===== src/pkg/sfdl_pkg.sv =====
// Shared constants and types for the supply fault detector logic
package sfdl_pkg;
  // Detector bank shape: 0..1 bipolar, 2 high voltage, 3..6 positive only
  localparam int NUM_DET = 7;
  localparam int NUM_BIP = 2;
  localparam int HV_DET = 2;
  localparam int CODE_W = 8;
  localparam int HYST_W = 5;
  localparam int IDX_W = 8;
  localparam int GF_CNT_W = 16;

  // Register indices; byte address on the bus is four times the index
  localparam logic [IDX_W-1:0] DET_BASE_IDX = 8'ha0;
  localparam logic [IDX_W-1:0] DET_STRIDE = 8'h08;
  localparam logic [2:0] OFS_OVTH = 3'h0;
  localparam logic [2:0] OFS_OVHY = 3'h1;
  localparam logic [2:0] OFS_UVTH = 3'h2;
  localparam logic [2:0] OFS_UVHY = 3'h3;
  localparam logic [2:0] OFS_SEL = 3'h4;
  localparam logic [IDX_W-1:0] FILT_STATUS_IDX = 8'he0;
  localparam logic [IDX_W-1:0] RAW_STATUS_IDX = 8'he1;

  // Select register field layout
  localparam int SEL_FT_LSB = 0;
  localparam int SEL_RANGE_LSB = 2;
  localparam int SEL_GF_LSB = 4;
  localparam int SEL_POL_BIT = 7;

  // Power-on values
  localparam logic [CODE_W-1:0] OVTH_RST = 8'hff;
  localparam logic [CODE_W-1:0] UVTH_RST = 8'h00;
  localparam logic [HYST_W-1:0] HYST_RST = 5'h00;
  localparam logic [CODE_W-1:0] SEL_RST = 8'h00;
  localparam logic [CODE_W-1:0] CODE_MAX = 8'hff;

  // Glitch filter timing: delays are whole multiples of a 5 us step
  localparam int CLK_MHZ = 200;
  localparam int GF_STEP_NS = 5000;
  localparam int GF_STEP_CYC = (GF_STEP_NS * CLK_MHZ) / 1000;
  localparam int GF_MAX_STEPS = 20;

  // Fault type select codes
  typedef enum logic [1:0] {
    FT_UNDER = 2'b00,
    FT_OVER = 2'b01,
    FT_WINDOW = 2'b10,
    FT_WINDOW_ALT = 2'b11
  } sfdl_fault_e;

  // Range codes handed to the analog divider
  typedef enum logic [2:0] {
    RNG_FIELD0 = 3'b000,
    RNG_FIELD1 = 3'b001,
    RNG_FIELD2 = 3'b010,
    RNG_FIELD3 = 3'b011,
    RNG_NEGATIVE = 3'b100
  } sfdl_range_e;

  // Glitch delay field to number of 5 us steps
  function automatic logic [4:0] gf_steps(input logic [2:0] code);
    logic [4:0] s;
    s = 5'h00;
    case (code)
      3'h0: s = 5'h00;
      3'h1: s = 5'h01;
      3'h2: s = 5'h02;
      3'h3: s = 5'h04;
      3'h4: s = 5'h08;
      3'h5: s = 5'h0c;
      3'h6: s = 5'h10;
      3'h7: s = 5'(GF_MAX_STEPS);
      default: s = 5'h00;
    endcase
    return s;
  endfunction
endpackage


===== src/pkg/sfdl_gf_if.sv =====
// Carrier between a detector and its glitch filter
`timescale 1ns/10ps
interface sfdl_gf_if;
  logic raw_fault; // Unfiltered selected fault
  logic [sfdl_pkg::GF_CNT_W-1:0] delay_cyc; // Programmed timeout in clocks
  logic filt_fault; // Filtered fault
  modport det (output raw_fault, output delay_cyc, input filt_fault);
  modport filt (input raw_fault, input delay_cyc, output filt_fault);
endinterface


===== src/hdl/sfdl_glitch_filter.sv =====
// Glitch filter: passes a level only after it has held for the timeout
`timescale 1ns/10ps
module sfdl_glitch_filter (
  // Clock, reset, enable
  input wire logic hclk,
  input wire logic hresetn,
  input wire logic ce,
  // Detector side
  sfdl_gf_if.filt gf
);
  logic out_reg; // Filtered level
  logic out_next;
  logic [sfdl_pkg::GF_CNT_W-1:0] cnt_reg; // Cycles the input has differed
  logic [sfdl_pkg::GF_CNT_W-1:0] cnt_next;

  // Count while input differs from output; a return to the old level restarts
  always_comb begin
    out_next = out_reg;
    cnt_next = '0;
    if (gf.raw_fault != out_reg) begin
      // Zero delay still takes one clock, which keeps the output registered
      if (cnt_reg + 1'b1 >= gf.delay_cyc) begin
        out_next = gf.raw_fault;
        cnt_next = '0;
      end else begin
        cnt_next = cnt_reg + 1'b1;
      end
    end else begin
      cnt_next = '0; // Short pulse dropped
    end
  end

  // State registers, frozen while the enable is low
  always_ff @(posedge hclk or negedge hresetn) begin
    if (!hresetn) begin
      out_reg <= 1'b0;
      cnt_reg <= '0;
    end else if (ce) begin
      out_reg <= out_next;
      cnt_reg <= cnt_next;
    end
  end

  assign gf.filt_fault = out_reg;
endmodule


===== src/hdl/sfdl_top.sv =====
// Supply fault detector bank: registers, hysteresis, fault select, filters
//
// Register access over AHB-Lite and the register offsets were decided locally.
`timescale 1ns/10ps
module sfdl_top #(
  parameter int GF_STEP_CYCLES = sfdl_pkg::GF_STEP_CYC
) (
  // Clock, reset, enable
  input wire logic hclk,
  input wire logic hresetn,
  input wire logic ce,
  // AHB-Lite slave
  input wire logic hsel,
  input wire logic [31:0] haddr,
  input wire logic [1:0] htrans,
  input wire logic hwrite,
  input wire logic [2:0] hsize,
  input wire logic [31:0] hwdata,
  input wire logic hready,
  output logic [31:0] hrdata,
  output logic hreadyout,
  output logic hresp,
  // Analog comparator results, high when that side is violated
  input wire logic [sfdl_pkg::NUM_DET-1:0] uv_cmp,
  input wire logic [sfdl_pkg::NUM_DET-1:0] ov_cmp,
  // Codes and range steering for the threshold converters
  output logic [sfdl_pkg::NUM_DET-1:0][7:0] uv_dac_code,
  output logic [sfdl_pkg::NUM_DET-1:0][7:0] ov_dac_code,
  output logic [sfdl_pkg::NUM_DET-1:0][2:0] range_code,
  // Filtered fault per detector
  output logic [sfdl_pkg::NUM_DET-1:0] fault_out
);
  localparam int N = sfdl_pkg::NUM_DET;
  localparam int CW = sfdl_pkg::CODE_W;
  localparam int HW = sfdl_pkg::HYST_W;
  localparam int IW = sfdl_pkg::IDX_W;

  // Bus pipeline state
  logic wr_pend_reg; // Write data phase pending
  logic wr_pend_next;
  logic [IW-1:0] idx_reg; // Index latched in the address phase
  logic [IW-1:0] idx_next;
  logic [31:0] hrdata_reg; // Read data, loaded in the address phase
  logic [31:0] hrdata_next;

  // Per detector configuration
  logic [CW-1:0] ovth_reg [N];
  logic [CW-1:0] ovth_next [N];
  logic [HW-1:0] ovhy_reg [N];
  logic [HW-1:0] ovhy_next [N];
  logic [CW-1:0] uvth_reg [N];
  logic [CW-1:0] uvth_next [N];
  logic [HW-1:0] uvhy_reg [N];
  logic [HW-1:0] uvhy_next [N];
  logic [CW-1:0] sel_reg [N];
  logic [CW-1:0] sel_next [N];

  // Detector state
  logic [N-1:0] uv_state_reg; // Undervoltage currently asserted
  logic [N-1:0] uv_state_next;
  logic [N-1:0] ov_state_reg; // Overvoltage currently asserted
  logic [N-1:0] ov_state_next;
  logic [N-1:0][7:0] uv_dac_reg;
  logic [N-1:0][7:0] uv_dac_next;
  logic [N-1:0][7:0] ov_dac_reg;
  logic [N-1:0][7:0] ov_dac_next;
  logic [N-1:0][2:0] range_reg;
  logic [N-1:0][2:0] range_next;
  logic [N-1:0] raw_fault; // Selected fault before filtering
  logic [N-1:0] filt_fault; // Filter outputs

  logic acc; // Address phase accepted this cycle
  logic in_map; // Upper address bits clear

  // Register index of one detector's register
  function automatic logic [IW-1:0] det_idx(input int d, input logic [2:0] ofs);
    logic [IW-1:0] base;
    base = sfdl_pkg::DET_BASE_IDX + IW'(d) * sfdl_pkg::DET_STRIDE;
    return base + {{(IW-3){1'b0}}, ofs};
  endfunction

  // Read multiplexer; reserved bits and unmapped indices read as zero
  function automatic logic [31:0] rd_mux(input logic [IW-1:0] idx);
    logic [31:0] v;
    v = 32'h0000_0000;
    for (int d = 0; d < N; d++) begin
      if (idx == det_idx(d, sfdl_pkg::OFS_OVTH)) v = {24'h000000, ovth_reg[d]};
      if (idx == det_idx(d, sfdl_pkg::OFS_OVHY)) v = {27'h0000000, ovhy_reg[d]};
      if (idx == det_idx(d, sfdl_pkg::OFS_UVTH)) v = {24'h000000, uvth_reg[d]};
      if (idx == det_idx(d, sfdl_pkg::OFS_UVHY)) v = {27'h0000000, uvhy_reg[d]};
      if (idx == det_idx(d, sfdl_pkg::OFS_SEL)) v = {24'h000000, sel_reg[d]};
    end
    if (idx == sfdl_pkg::FILT_STATUS_IDX) v = {25'h0000000, filt_fault};
    if (idx == sfdl_pkg::RAW_STATUS_IDX) v = {25'h0000000, raw_fault};
    return v;
  endfunction

  // Zero wait states while enabled; a frozen block stretches the data phase
  assign hreadyout = ce;
  assign hresp = 1'b0;
  assign hrdata = hrdata_reg;
  assign in_map = (haddr[31:10] == 22'h000000);
  assign acc = hsel & htrans[1] & hready;

  // Bus pipeline and register writes
  always_comb begin
    wr_pend_next = acc & hwrite;
    idx_next = acc ? (in_map ? haddr[9:2] : 8'h00) : idx_reg;
    hrdata_next = hrdata_reg;
    if (acc && !hwrite) begin
      hrdata_next = in_map ? rd_mux(haddr[9:2]) : 32'h0000_0000;
    end
    for (int d = 0; d < N; d++) begin
      ovth_next[d] = ovth_reg[d];
      ovhy_next[d] = ovhy_reg[d];
      uvth_next[d] = uvth_reg[d];
      uvhy_next[d] = uvhy_reg[d];
      sel_next[d] = sel_reg[d];
      if (wr_pend_reg) begin
        if (idx_reg == det_idx(d, sfdl_pkg::OFS_OVTH)) ovth_next[d] = hwdata[7:0];
        if (idx_reg == det_idx(d, sfdl_pkg::OFS_UVTH)) uvth_next[d] = hwdata[7:0];
        // Only the five low bits of a hysteresis register hold state
        if (idx_reg == det_idx(d, sfdl_pkg::OFS_OVHY)) ovhy_next[d] = hwdata[4:0];
        if (idx_reg == det_idx(d, sfdl_pkg::OFS_UVHY)) uvhy_next[d] = hwdata[4:0];
        if (idx_reg == det_idx(d, sfdl_pkg::OFS_SEL)) begin
          sel_next[d] = hwdata[7:0];
          // Polarity exists only on bipolar detectors; elsewhere it stays zero
          if (d >= sfdl_pkg::NUM_BIP) begin
            sel_next[d][sfdl_pkg::SEL_POL_BIT] = 1'b0;
          end
        end
      end
    end
  end

  // Bus and configuration registers
  always_ff @(posedge hclk or negedge hresetn) begin
    if (!hresetn) begin
      wr_pend_reg <= 1'b0;
      idx_reg <= 8'h00;
      hrdata_reg <= 32'h0000_0000;
      for (int d = 0; d < N; d++) begin
        ovth_reg[d] <= sfdl_pkg::OVTH_RST;
        ovhy_reg[d] <= sfdl_pkg::HYST_RST;
        uvth_reg[d] <= sfdl_pkg::UVTH_RST;
        uvhy_reg[d] <= sfdl_pkg::HYST_RST;
        sel_reg[d] <= sfdl_pkg::SEL_RST;
      end
    end else if (ce) begin
      wr_pend_reg <= wr_pend_next;
      idx_reg <= idx_next;
      hrdata_reg <= hrdata_next;
      for (int d = 0; d < N; d++) begin
        ovth_reg[d] <= ovth_next[d];
        ovhy_reg[d] <= ovhy_next[d];
        uvth_reg[d] <= uvth_next[d];
        uvhy_reg[d] <= uvhy_next[d];
        sel_reg[d] <= sel_next[d];
      end
    end
  end

  // Hysteresis and range steering for every detector
  always_comb begin
    logic [8:0] up;
    logic [8:0] dn;
    up = 9'h000;
    dn = 9'h000;
    for (int d = 0; d < N; d++) begin
      // The comparator sees the currently applied level, so its output is the fault
      uv_state_next[d] = uv_cmp[d];
      ov_state_next[d] = ov_cmp[d];
      // Hysteresis shares the threshold step, so codes simply add on the undervoltage side and subtract on the overvoltage side
      up = {1'b0, uvth_reg[d]} + {4'h0, uvhy_reg[d]};
      dn = {1'b0, ovth_reg[d]} - {4'h0, ovhy_reg[d]};
      // Saturate at the ends of the code range rather than wrap
      uv_dac_next[d] = uvth_reg[d];
      if (uv_state_next[d]) begin
        uv_dac_next[d] = up[8] ? sfdl_pkg::CODE_MAX : up[7:0];
      end
      ov_dac_next[d] = ovth_reg[d];
      if (ov_state_next[d]) begin
        ov_dac_next[d] = dn[8] ? 8'h00 : dn[7:0];
      end
      // The range field picks one of the overlapping one-third ranges
      range_next[d] = {1'b0, sel_reg[d][sfdl_pkg::SEL_RANGE_LSB +: 2]};
      if (d < sfdl_pkg::NUM_BIP && sel_reg[d][sfdl_pkg::SEL_POL_BIT]) begin
        range_next[d] = sfdl_pkg::RNG_NEGATIVE;
      end
    end
  end

  // Detector state registers
  always_ff @(posedge hclk or negedge hresetn) begin
    if (!hresetn) begin
      uv_state_reg <= '0;
      ov_state_reg <= '0;
      uv_dac_reg <= '0;
      ov_dac_reg <= {N{sfdl_pkg::OVTH_RST}};
      range_reg <= '0;
    end else if (ce) begin
      uv_state_reg <= uv_state_next;
      ov_state_reg <= ov_state_next;
      uv_dac_reg <= uv_dac_next;
      ov_dac_reg <= ov_dac_next;
      range_reg <= range_next;
    end
  end

  assign uv_dac_code = uv_dac_reg;
  assign ov_dac_code = ov_dac_reg;
  assign range_code = range_reg;
  assign fault_out = filt_fault;

  // One detector slice and glitch filter per input
  for (genvar g = 0; g < N; g++) begin : g_det
    sfdl_gf_if gf_bus ();
    logic [4:0] steps;
    logic [31:0] dly_full;

    // Fault type mux: undervoltage, overvoltage, or either of the two (both window codes) reaches the filter
    always_comb begin
      case (sfdl_pkg::sfdl_fault_e'(sel_reg[g][sfdl_pkg::SEL_FT_LSB +: 2]))
        sfdl_pkg::FT_UNDER: raw_fault[g] = uv_state_reg[g];
        sfdl_pkg::FT_OVER: raw_fault[g] = ov_state_reg[g];
        sfdl_pkg::FT_WINDOW: raw_fault[g] = uv_state_reg[g] | ov_state_reg[g];
        sfdl_pkg::FT_WINDOW_ALT: raw_fault[g] = uv_state_reg[g] | ov_state_reg[g];
        default: raw_fault[g] = 1'b0;
      endcase
    end

    // Delay field to clock count; the longest code is the 100 us ceiling
    assign steps = sfdl_pkg::gf_steps(sel_reg[g][sfdl_pkg::SEL_GF_LSB +: 3]);
    assign dly_full = 32'(steps) * 32'(GF_STEP_CYCLES);
    assign gf_bus.raw_fault = raw_fault[g];
    assign gf_bus.delay_cyc = dly_full[sfdl_pkg::GF_CNT_W-1:0];
    assign filt_fault[g] = gf_bus.filt_fault;

    // Filter is the final stage before the fault output
    sfdl_glitch_filter u_gf (
      .hclk(hclk),
      .hresetn(hresetn),
      .ce(ce),
      .gf(gf_bus.filt)
    );
  end
endmodule


===== config.mk =====
export PLATFORM = sky130hd
export DESIGN_NAME = sfdl_top
export DESIGN_NICKNAME = d
export VERILOG_FILES = /design/src/pkg/sfdl_pkg.sv /design/src/pkg/sfdl_gf_if.sv /design/src/hdl/sfdl_glitch_filter.sv /design/src/hdl/sfdl_top.sv
export SDC_FILE = /design/constraint.sdc
export NUM_CORES = 1
export LEC_CHECK = 0
export ABC_AREA = 1
export BUFFER_PORTS_ARGS = -buffer_cell sky130_fd_sc_hd__buf_2
export CAP_MARGIN = 15
export CORE_MARGIN = 2
export CORE_UTILIZATION = 56
export CTS_CLUSTER_DIAMETER = 150
export CTS_CLUSTER_SIZE = 24
export DETAILED_ROUTE_END_ITERATION = 8
export GPL_ROUTABILITY_DRIVEN = 0
export PLACE_DENSITY = 0.78
export REMOVE_ABC_BUFFERS = 1
export SLEW_MARGIN = 20
export SYNTH_ARGS = -nofsm -noshare
export SYNTH_HDL_FRONTEND = slang
export SYNTH_SLANG_ARGS = --single-unit

===== constraint.sdc =====
create_clock -name hclk -period 4.76 [get_ports hclk]
set_input_delay 0.714 -clock hclk [delete_from_list [all_inputs] [get_ports hclk]]
set_output_delay 0.714 -clock hclk [all_outputs]
set_load 0.01 [all_outputs]

==> results of run 1 <==
## report_power, final
part | total [W] | switching, W | internal [W] | leakage (nW)
Sequential | 0.00449 | 0.0000663 | 0.00443 | 6.60
Clock | 0.00252 | 0.00150 | 0.00102 | 0.345
Combinational | 0.000745 | 0.000549 | 0.000197 | 11.9
## synthesized netlist by cell type, types with 4 or more instances
| master | count | area (sq um) |
|---|---|---|
| buf_4 | 38 | 285.3 |
| nand3b_1 | 7 | 52.55 |
| ha_1 | 289 | 3616 |
| a22o_1 | 8 | 70.07 |
| nand2_4 | 4 | 45.04 |
| nand3_1 | 134 | 670.6 |
| and2_1 | 5 | 31.28 |
| xor2_1 | 167 | 1463 |
| nor4_1 | 9 | 56.30 |
| o32ai_1 | 13 | 113.9 |
| nor3_2 | 14 | 140.1 |
| nand4_1 | 49 | 306.5 |
| o22ai_2 | 6 | 75.07 |
| dfstp_2 | 112 | 2943 |
| o221ai_1 | 15 | 131.4 |
| a21oi_1 | 199 | 996.0 |
| a211oi_1 | 15 | 112.6 |
| a32oi_1 | 4 | 35.03 |
| o31ai_1 | 14 | 105.1 |
| a32o_1 | 7 | 70.07 |
| nor3_1 | 77 | 385.4 |
| xnor2_1 | 34 | 297.8 |
| o21bai_1 | 4 | 30.03 |
| nand3_2 | 6 | 60.06 |
| inv_2 | 12 | 45.04 |
| dfrtp_1 | 399 | 9985 |
| o21ai_0 | 441 | 2207 |
| o211ai_1 | 35 | 262.8 |
| a22oi_1 | 5 | 37.54 |
| o21a_1 | 9 | 67.56 |
| clkbuf_1 | 85 | 319.1 |
| nand2_2 | 4 | 25.02 |
| nand2_1 | 880 | 3303 |
| fa_1 | 69 | 1381 |
| o22ai_1 | 49 | 306.5 |
| o2111ai_1 | 5 | 43.79 |
| inv_1 | 678 | 2545 |
| a31oi_1 | 13 | 81.33 |
| nor2_1 | 309 | 1160 |
| or2_2 | 10 | 62.56 |
| buf_1 | 4 | 15.01 |
## worst register-to-register path, stage by stage (launching register included)
cell	delay, ns
dfrtp_1	0.43
inv_2	0.10
nor2_4	0.15
ha_4	0.22
xor2_2	0.19
inv_1	0.08
fa_1	0.47
inv_1	0.05
fa_1	0.47
ha_4	0.30
nand2_2	0.05
o21ai_2	0.18
a21oi_2	0.08
o21a_1	0.17
nor2_1	0.09
nor2_1	0.06
xor2_1	0.14
ha_1	0.30
nand2_2	0.11
nor2_4	0.05
nand4_1	0.10
nor2_1	0.06
a211oi_2	0.39
nand2_8	0.14
buf_6	0.15
o32ai_2	0.18
## per-stage QoR
stage               util (%)   TNS (ns)  instances  hold slack [ns]  total power [W]
floorplan                  -     -1.871       4186           0.4184         0.004854
global placement       61.11    -0.3548       5314           0.4527         0.005232
detailed placement     61.11     -4.246       5314           0.4532         0.005243
CTS                    62.45  -0.003527       5365           0.2150         0.007713
global route           65.01     -13.44       5402           0.2425         0.008014
finish                 65.01   -0.02800       5402           0.1650         0.007754
## area by class of cell
type	instances	share of cell area, %
timing repair inverter	1	0.02864
inverter	693	6.718
antenna	4	0.02546
multi-input combinational	2984	49.72
sequential	511	32.90
tap	782	2.489
clock inverter	2	0.07320
clock buffer	44	1.773
timing repair buffer	381	6.273
## logic make-up after synthesis
family                   after synthesis  synth area share [%]
AO/OA/AOI/OAI                        862                 14.40
XOR/XNOR                             201                 5.133
adder cells (fa/ha/maj)              358                 14.57
buffers and inverters                822                 9.430
flip-flops                           511                 37.69
other                                  2               0.02190
AND/OR/NAND/NOR                     1524                 18.76
## final timing paths
check,start,to
max,sel_reg[54],g_det[0].u_gf.cnt_reg[10]
min,hresetn,range_code[10]
max reg2reg,sel_reg[54],g_det[0].u_gf.cnt_reg[10]
min reg2reg,ov_dac_code[54],ov_dac_code[54]
max in group asynchronous,hresetn,uv_dac_code[55]
min in group hclk,ov_cmp[2],ov_dac_code[17]
## timing repair
action,4_1_cts,5_1_grt
resized for setup,17,306
pin swaps,5,82
endpoints found under the hold margin,0,0
setup endpoints to repair,83,112
gates cloned,0,3
setup buffers,5,30
## per-layer routing
| metal | up-vias | wire length (um) | track usage (%) |
|---|---|---|---|
| met1 | 14470 | 39840 | 39.70 |
| met5 | - | 0 | 0 |
| met3 | 186 | 6518 | 3.301 |
| met2 | 1069 | 44060 | 46.77 |
| li1 | 14550 | - | - |
| met4 | 0 | 3905 | 10.61 |
==> summary.md, run 1 <==
| Metric | Value |
|---|---|
| Status | `complete, but fails checks` |
| Failing checks | `setup timing` |
| Fin. Hold Viols | `0` |
| Cells after Synth | `4280` |
| Initial core utilization | `56.72%` |
| Period Utilization, post-route | `100.3%` |
| Input/output buffers | `202` |
| Share of layout cells above drive strength 1 | `17.66%` |
| Largest net degree at the start of global routing | `150` |
| Static leakage | `18.83 nW` |
| Seq. cell area | `12930 sq um` |
| First-pass GRT wire length | `146.9 mm` |
| Total CTS buffers | `25` |
| Vias in the first global route | `28230` |
| Die height | `251.5 um` |
| Total Routing Usage GR | `28.72%` |
| Antenna violations before repair | `4` |
| First drt pass iteration count | `6` |
| Detail Route Antenna Nets | `0` |
| Slew headroom | `22.92%` |
| Commonest non-fill, non-tap cell in the layout | `nand2_1` |
| H-Tree Depth | `1` |
| Placed Area | `36950 sq um` |
| Clk pin slew, worst setup/hold paths | `0.11 ns` |
| Flops & latches, synth | `511` |
| Number of fill cells | `4844` |
| Unrepaired setup endpoints after global routing | `true` |
| Die width | `251.5 um` |
| Count of different cell masters after synthesis | `65` |
| Buffers & Inverters on Critical Path | `4` |
| Instance count on the critical path | `25` |
| Worst EP required | `5.29 ns` |
| Bufs on Longest Clock Path | `3` |
| Worst Skew | `0.02403 ns` |
| Clk_lat worst skew | `0.60 ns` |
| Final Max Tran Viols | `0` |
| Peak supply drop | `0.2577 mV` |
| Core Rows | `90` |
| Nets | `5044` |
| Setup Crit Path Kind | `reg2reg` |
| Min Tclk post-route | `4.774 ns` |
| DR WL/cell | `17.46 um` |
| Critical path's top delay family | `adder cells` |
| Grt ovf | `0` |
| Multi-input logic area | `19550 sq um` |
| # DRC | `0` |
| Sequential area share after synthesis | `37.69%` |
| EDFF count, synth | `0` |
| Critical-path maximum fanout | `4` |
| Clock Tree Root | `clkbuf_16` |
| CTS Hold Buffers Added | `0` |
| Power Dens Cells | `197.2 nW/um^2` |
| Worst Tran Pin Value | `1.149 ns` |
| R2r worst-path depth | `25` |
| Most frequent cells in the layout | `857 x nand2_1, 647 x inv_1, 400 x o21ai_0` |
| Syn avg cell area | `8.013 sq um` |
| Critical path's slowest cell | `fa_1` |
| CP Data Arrival Time | `5.30 ns` |
| # IOs | `263` |
| Slowest stage delay, CP | `0.47 ns` |
| Via Count | `30270` |
| Synth Flop Type | `dfrtp_1` |
| CTS tree | `yes` |
| Placement Setup Slack | `-0.1505 ns` |
| WL final | `94.32 mm` |
| Max FFs per register | `112` |
| Final setup viols | `2` |
| Initial drt markers | `2698` |
| Endpoint type of the worst setup path | `flip-flop` |
| Startpoint Class | `flip-flop` |
| Clk sink count | `511` |
| Via density | `5.603` |
| Die area | `63240 sq um` |
| Synthesis-to-finish area growth | `14.63%` |
| PnR worst setup slack | `-0.01413 ns` |
| Core area | `60470 sq um` |
| Flop-to-flop setup slack | `-0.01 ns` |
| Async S/R FF share, synth | `100.0%` |
| Critical Path Most Common Cell | `nor2_1` |
| Synthesis Warnings | `0` |
| Maxcap violations | `0` |
| Synthesized area | `34300 sq um` |
| Post-route cell area | `39310 sq um` |
| Dpl hpwl | `68.31 mm` |
| Worst Hold Class | `in2async` |
| Fmax | `209.5 MHz` |
No activity file was read; power rests on OpenSTA's default activity.
==> run 2: changes to the inputs <==
--- a/config.mk
+++ b/config.mk
@@ -8,7 +8,6 @@
 export ABC_AREA = 1
 export BUFFER_PORTS_ARGS = -buffer_cell sky130_fd_sc_hd__buf_2
 export CAP_MARGIN = 15
-export CORE_MARGIN = 2
 export CORE_UTILIZATION = 56
 export CTS_CLUSTER_DIAMETER = 150
 export CTS_CLUSTER_SIZE = 24
==> summary.md, run 2 (synthesis gave the netlist of run 1 again) <==
| Metric | Value |
|---|---|
| CTS Hold Buffers Added | `0` |
| First-pass GRT wire length | `150.2 mm` |
| CP Data Arrival Time | `5.49 ns` |
| Power after layout | `0.007736 W` |
| # DRC | `0` |
| Multi-input logic area | `19220 sq um` |
| Detail Route Antenna Nets | `0` |
| Clk_lat worst skew | `0.61 ns` |
| Via Count | `30560` |
| Fin. Hold Viols | `0` |
| First drt pass iteration count | `6` |
| Power Dens Cells | `198.1 nW/um^2` |
| Core Rows | `90` |
| DR WL/cell | `17.69 um` |
| Grt ovf | `0` |
| Post-route cell area | `39050 sq um` |
| Vias in the first global route | `29100` |
| Period Utilization, post-route | `104.4%` |
| Static leakage | `18.87 nW` |
| Nets | `5052` |
| Most frequent cells in the layout | `858 x nand2_1, 652 x inv_1, 424 x o21ai_0` |
| # IOs | `263` |
| Clk sink count | `511` |
| WL final | `95.66 mm` |
| Commonest non-fill, non-tap cell in the layout | `nand2_1` |
| Worst Hold Class | `in2async` |
| Share of layout cells above drive strength 1 | `16.46%` |
| Endpoint type of the worst setup path | `flip-flop` |
| Placed Area | `36950 sq um` |
| Status | `complete, but fails checks` |
| Startpoint Class | `flip-flop` |
| Setup Total Neg Slack | `-1.506 ns` |
| Initial drt markers | `2689` |
| Worst EP required | `5.28 ns` |
| Antenna violations before repair | `5` |
| Reg-to-reg endpoint | `g_det[2].u_gf.cnt_reg[3]` |
| Worst Skew | `0.02882 ns` |
| Bufs on Longest Clock Path | `3` |
| CTS tree | `yes` |
| Clk pin slew, worst setup/hold paths | `0.10 ns` |
| Min Tclk post-route | `4.971 ns` |
| H-Tree Depth | `1` |
| Slew headroom | `29.48%` |
| Setup Crit Path Kind | `reg2reg` |
| Largest net degree at the start of global routing | `122` |
| Die area | `62240 sq um` |
| Worst Tran Pin Value | `1.057 ns` |
| Synthesis-to-finish area growth | `13.86%` |
| Max FFs per register | `112` |
| R2r worst-path depth | `25` |
| Maxcap violations | `0` |
| Clock Tree Root | `clkbuf_16` |
| Peak supply drop | `0.2883 mV` |
| Final setup viols | `16` |
| PnR worst setup slack | `-0.2106 ns` |
| Failing checks | `setup timing` |
| Seq. cell area | `12940 sq um` |
| Total CTS buffers | `25` |
| Dpl hpwl | `68.94 mm` |
| Via density | `5.653` |
| Fmax | `201.2 MHz` |
| R2r startpoint | `sel_reg[38]` |
| Input/output buffers | `202` |
| Number of fill cells | `4945` |
| Total Routing Usage GR | `29.82%` |
| Core area | `60470 sq um` |
| Final Max Tran Viols | `0` |
| Initial core utilization | `56.72%` |
| Flop-to-flop setup slack | `-0.21 ns` |
| Die width | `249.5 um` |
| Die height | `249.5 um` |
| Critical-path maximum fanout | `6` |
| Unrepaired setup endpoints after global routing | `true` |
[run 2: cell types whose count changed in the layout (fill, tap and decap cells not counted), moves of 6 or more]
cell     change
o22ai_2     -28
o21ai_0     +24
o21ai_1     -17
nand3_2     -22
nand3_1     +23
o22ai_1     +27
buf_6        +6
o21ai_2      -7
[run 2: cell type report]
type,count,share of cell area [%]
repair buffers,389,6.527
diodes,2,0.01282
repair inverters,1,0.02884
flip-flops and latches,511,33.13
clock inverters,1,0.05127
clock buffers,44,1.785
inverters,693,6.745
multi-input cells,2984,49.21
well taps,782,2.506
[run 2: layer usage]
layer | routed length [um] | vias to the layer above | GRT usage (%)
met5 | 26 | - | 0
met4 | 4066 | 4 | 11.90
met3 | 7248 | 221 | 4.182
met2 | 44290 | 1190 | 48.84
met1 | 40030 | 14600 | 39.93
li1 | - | 14550 | -
[run 2: metrics by stage]
| stage | worst slack (ns) | util [%] | std cells | hold WS (ns) |
|---|---|---|---|---|
| finish | -0.2106 | 64.57 | 5407 | 0.1935 |
| global placement | -0.04331 | 61.11 | 5314 | 0.4525 |
| floorplan | -0.1251 | - | 4186 | 0.4184 |
| global route | -0.3827 | 64.57 | 5406 | 0.2574 |
| CTS | -0.05210 | 62.94 | 5378 | 0.2094 |
| detailed placement | -0.2440 | 61.11 | 5314 | 0.4585 |
[run 2: how the worst max path moves through the flow]
stage                           start                         to  slack (ns)  cells past startpoint
after global routing      sel_reg[38]   g_det[2].u_gf.cnt_reg[3]       -0.38                     25
after CTS                 sel_reg[37]   g_det[2].u_gf.cnt_reg[4]       -0.05                     25
after floorplan           sel_reg[54]  g_det[0].u_gf.cnt_reg[11]       -0.13                     24
after detailed placement  sel_reg[54]  g_det[0].u_gf.cnt_reg[14]       -0.24                     24
final                     sel_reg[38]   g_det[2].u_gf.cnt_reg[3]       -0.21                     25
after global placement    sel_reg[54]  g_det[0].u_gf.cnt_reg[12]       -0.04                     24
[run 2: critical path, stage by stage, from the launching register on]
cell and delay, ns:
dfrtp_1 0.44, inv_2 0.16, nor2_4 0.08, buf_6 0.12, ha_4 0.26, inv_2 0.03
fa_1 0.49, fa_1 0.54, inv_2 0.05, ha_4 0.26, nand2_2 0.07, nor2_2 0.05
a211oi_2 0.24, buf_4 0.16, nand3b_1 0.10, nand2_1 0.07, xor2_1 0.15, ha_1 0.31
buf_6 0.13, a211oi_4 0.24, nor2_2 0.09, a2111oi_4 0.21, nand3_2 0.16, buf_6 0.18
buf_6 0.11, o32ai_2 0.18
[run 2: what timing repair did]
item                       CTS  global route
setup endpoints to repair   91           112
gates cloned                 1             2
setup buffers               18            26
gates resized for setup     54           186
pin swaps                   32            70
[run 2: report_power, final]
| group | internal (W) | leakage (nW) | switching (W) |
|---|---|---|---|
| clock network | 0.00101 | 0.340 | 0.00150 |
| logic | 0.000190 | 11.9 | 0.000525 |
| registers | 0.00443 | 6.60 | 0.0000744 |
| total | 0.00563 | 18.9 | 0.00210 |
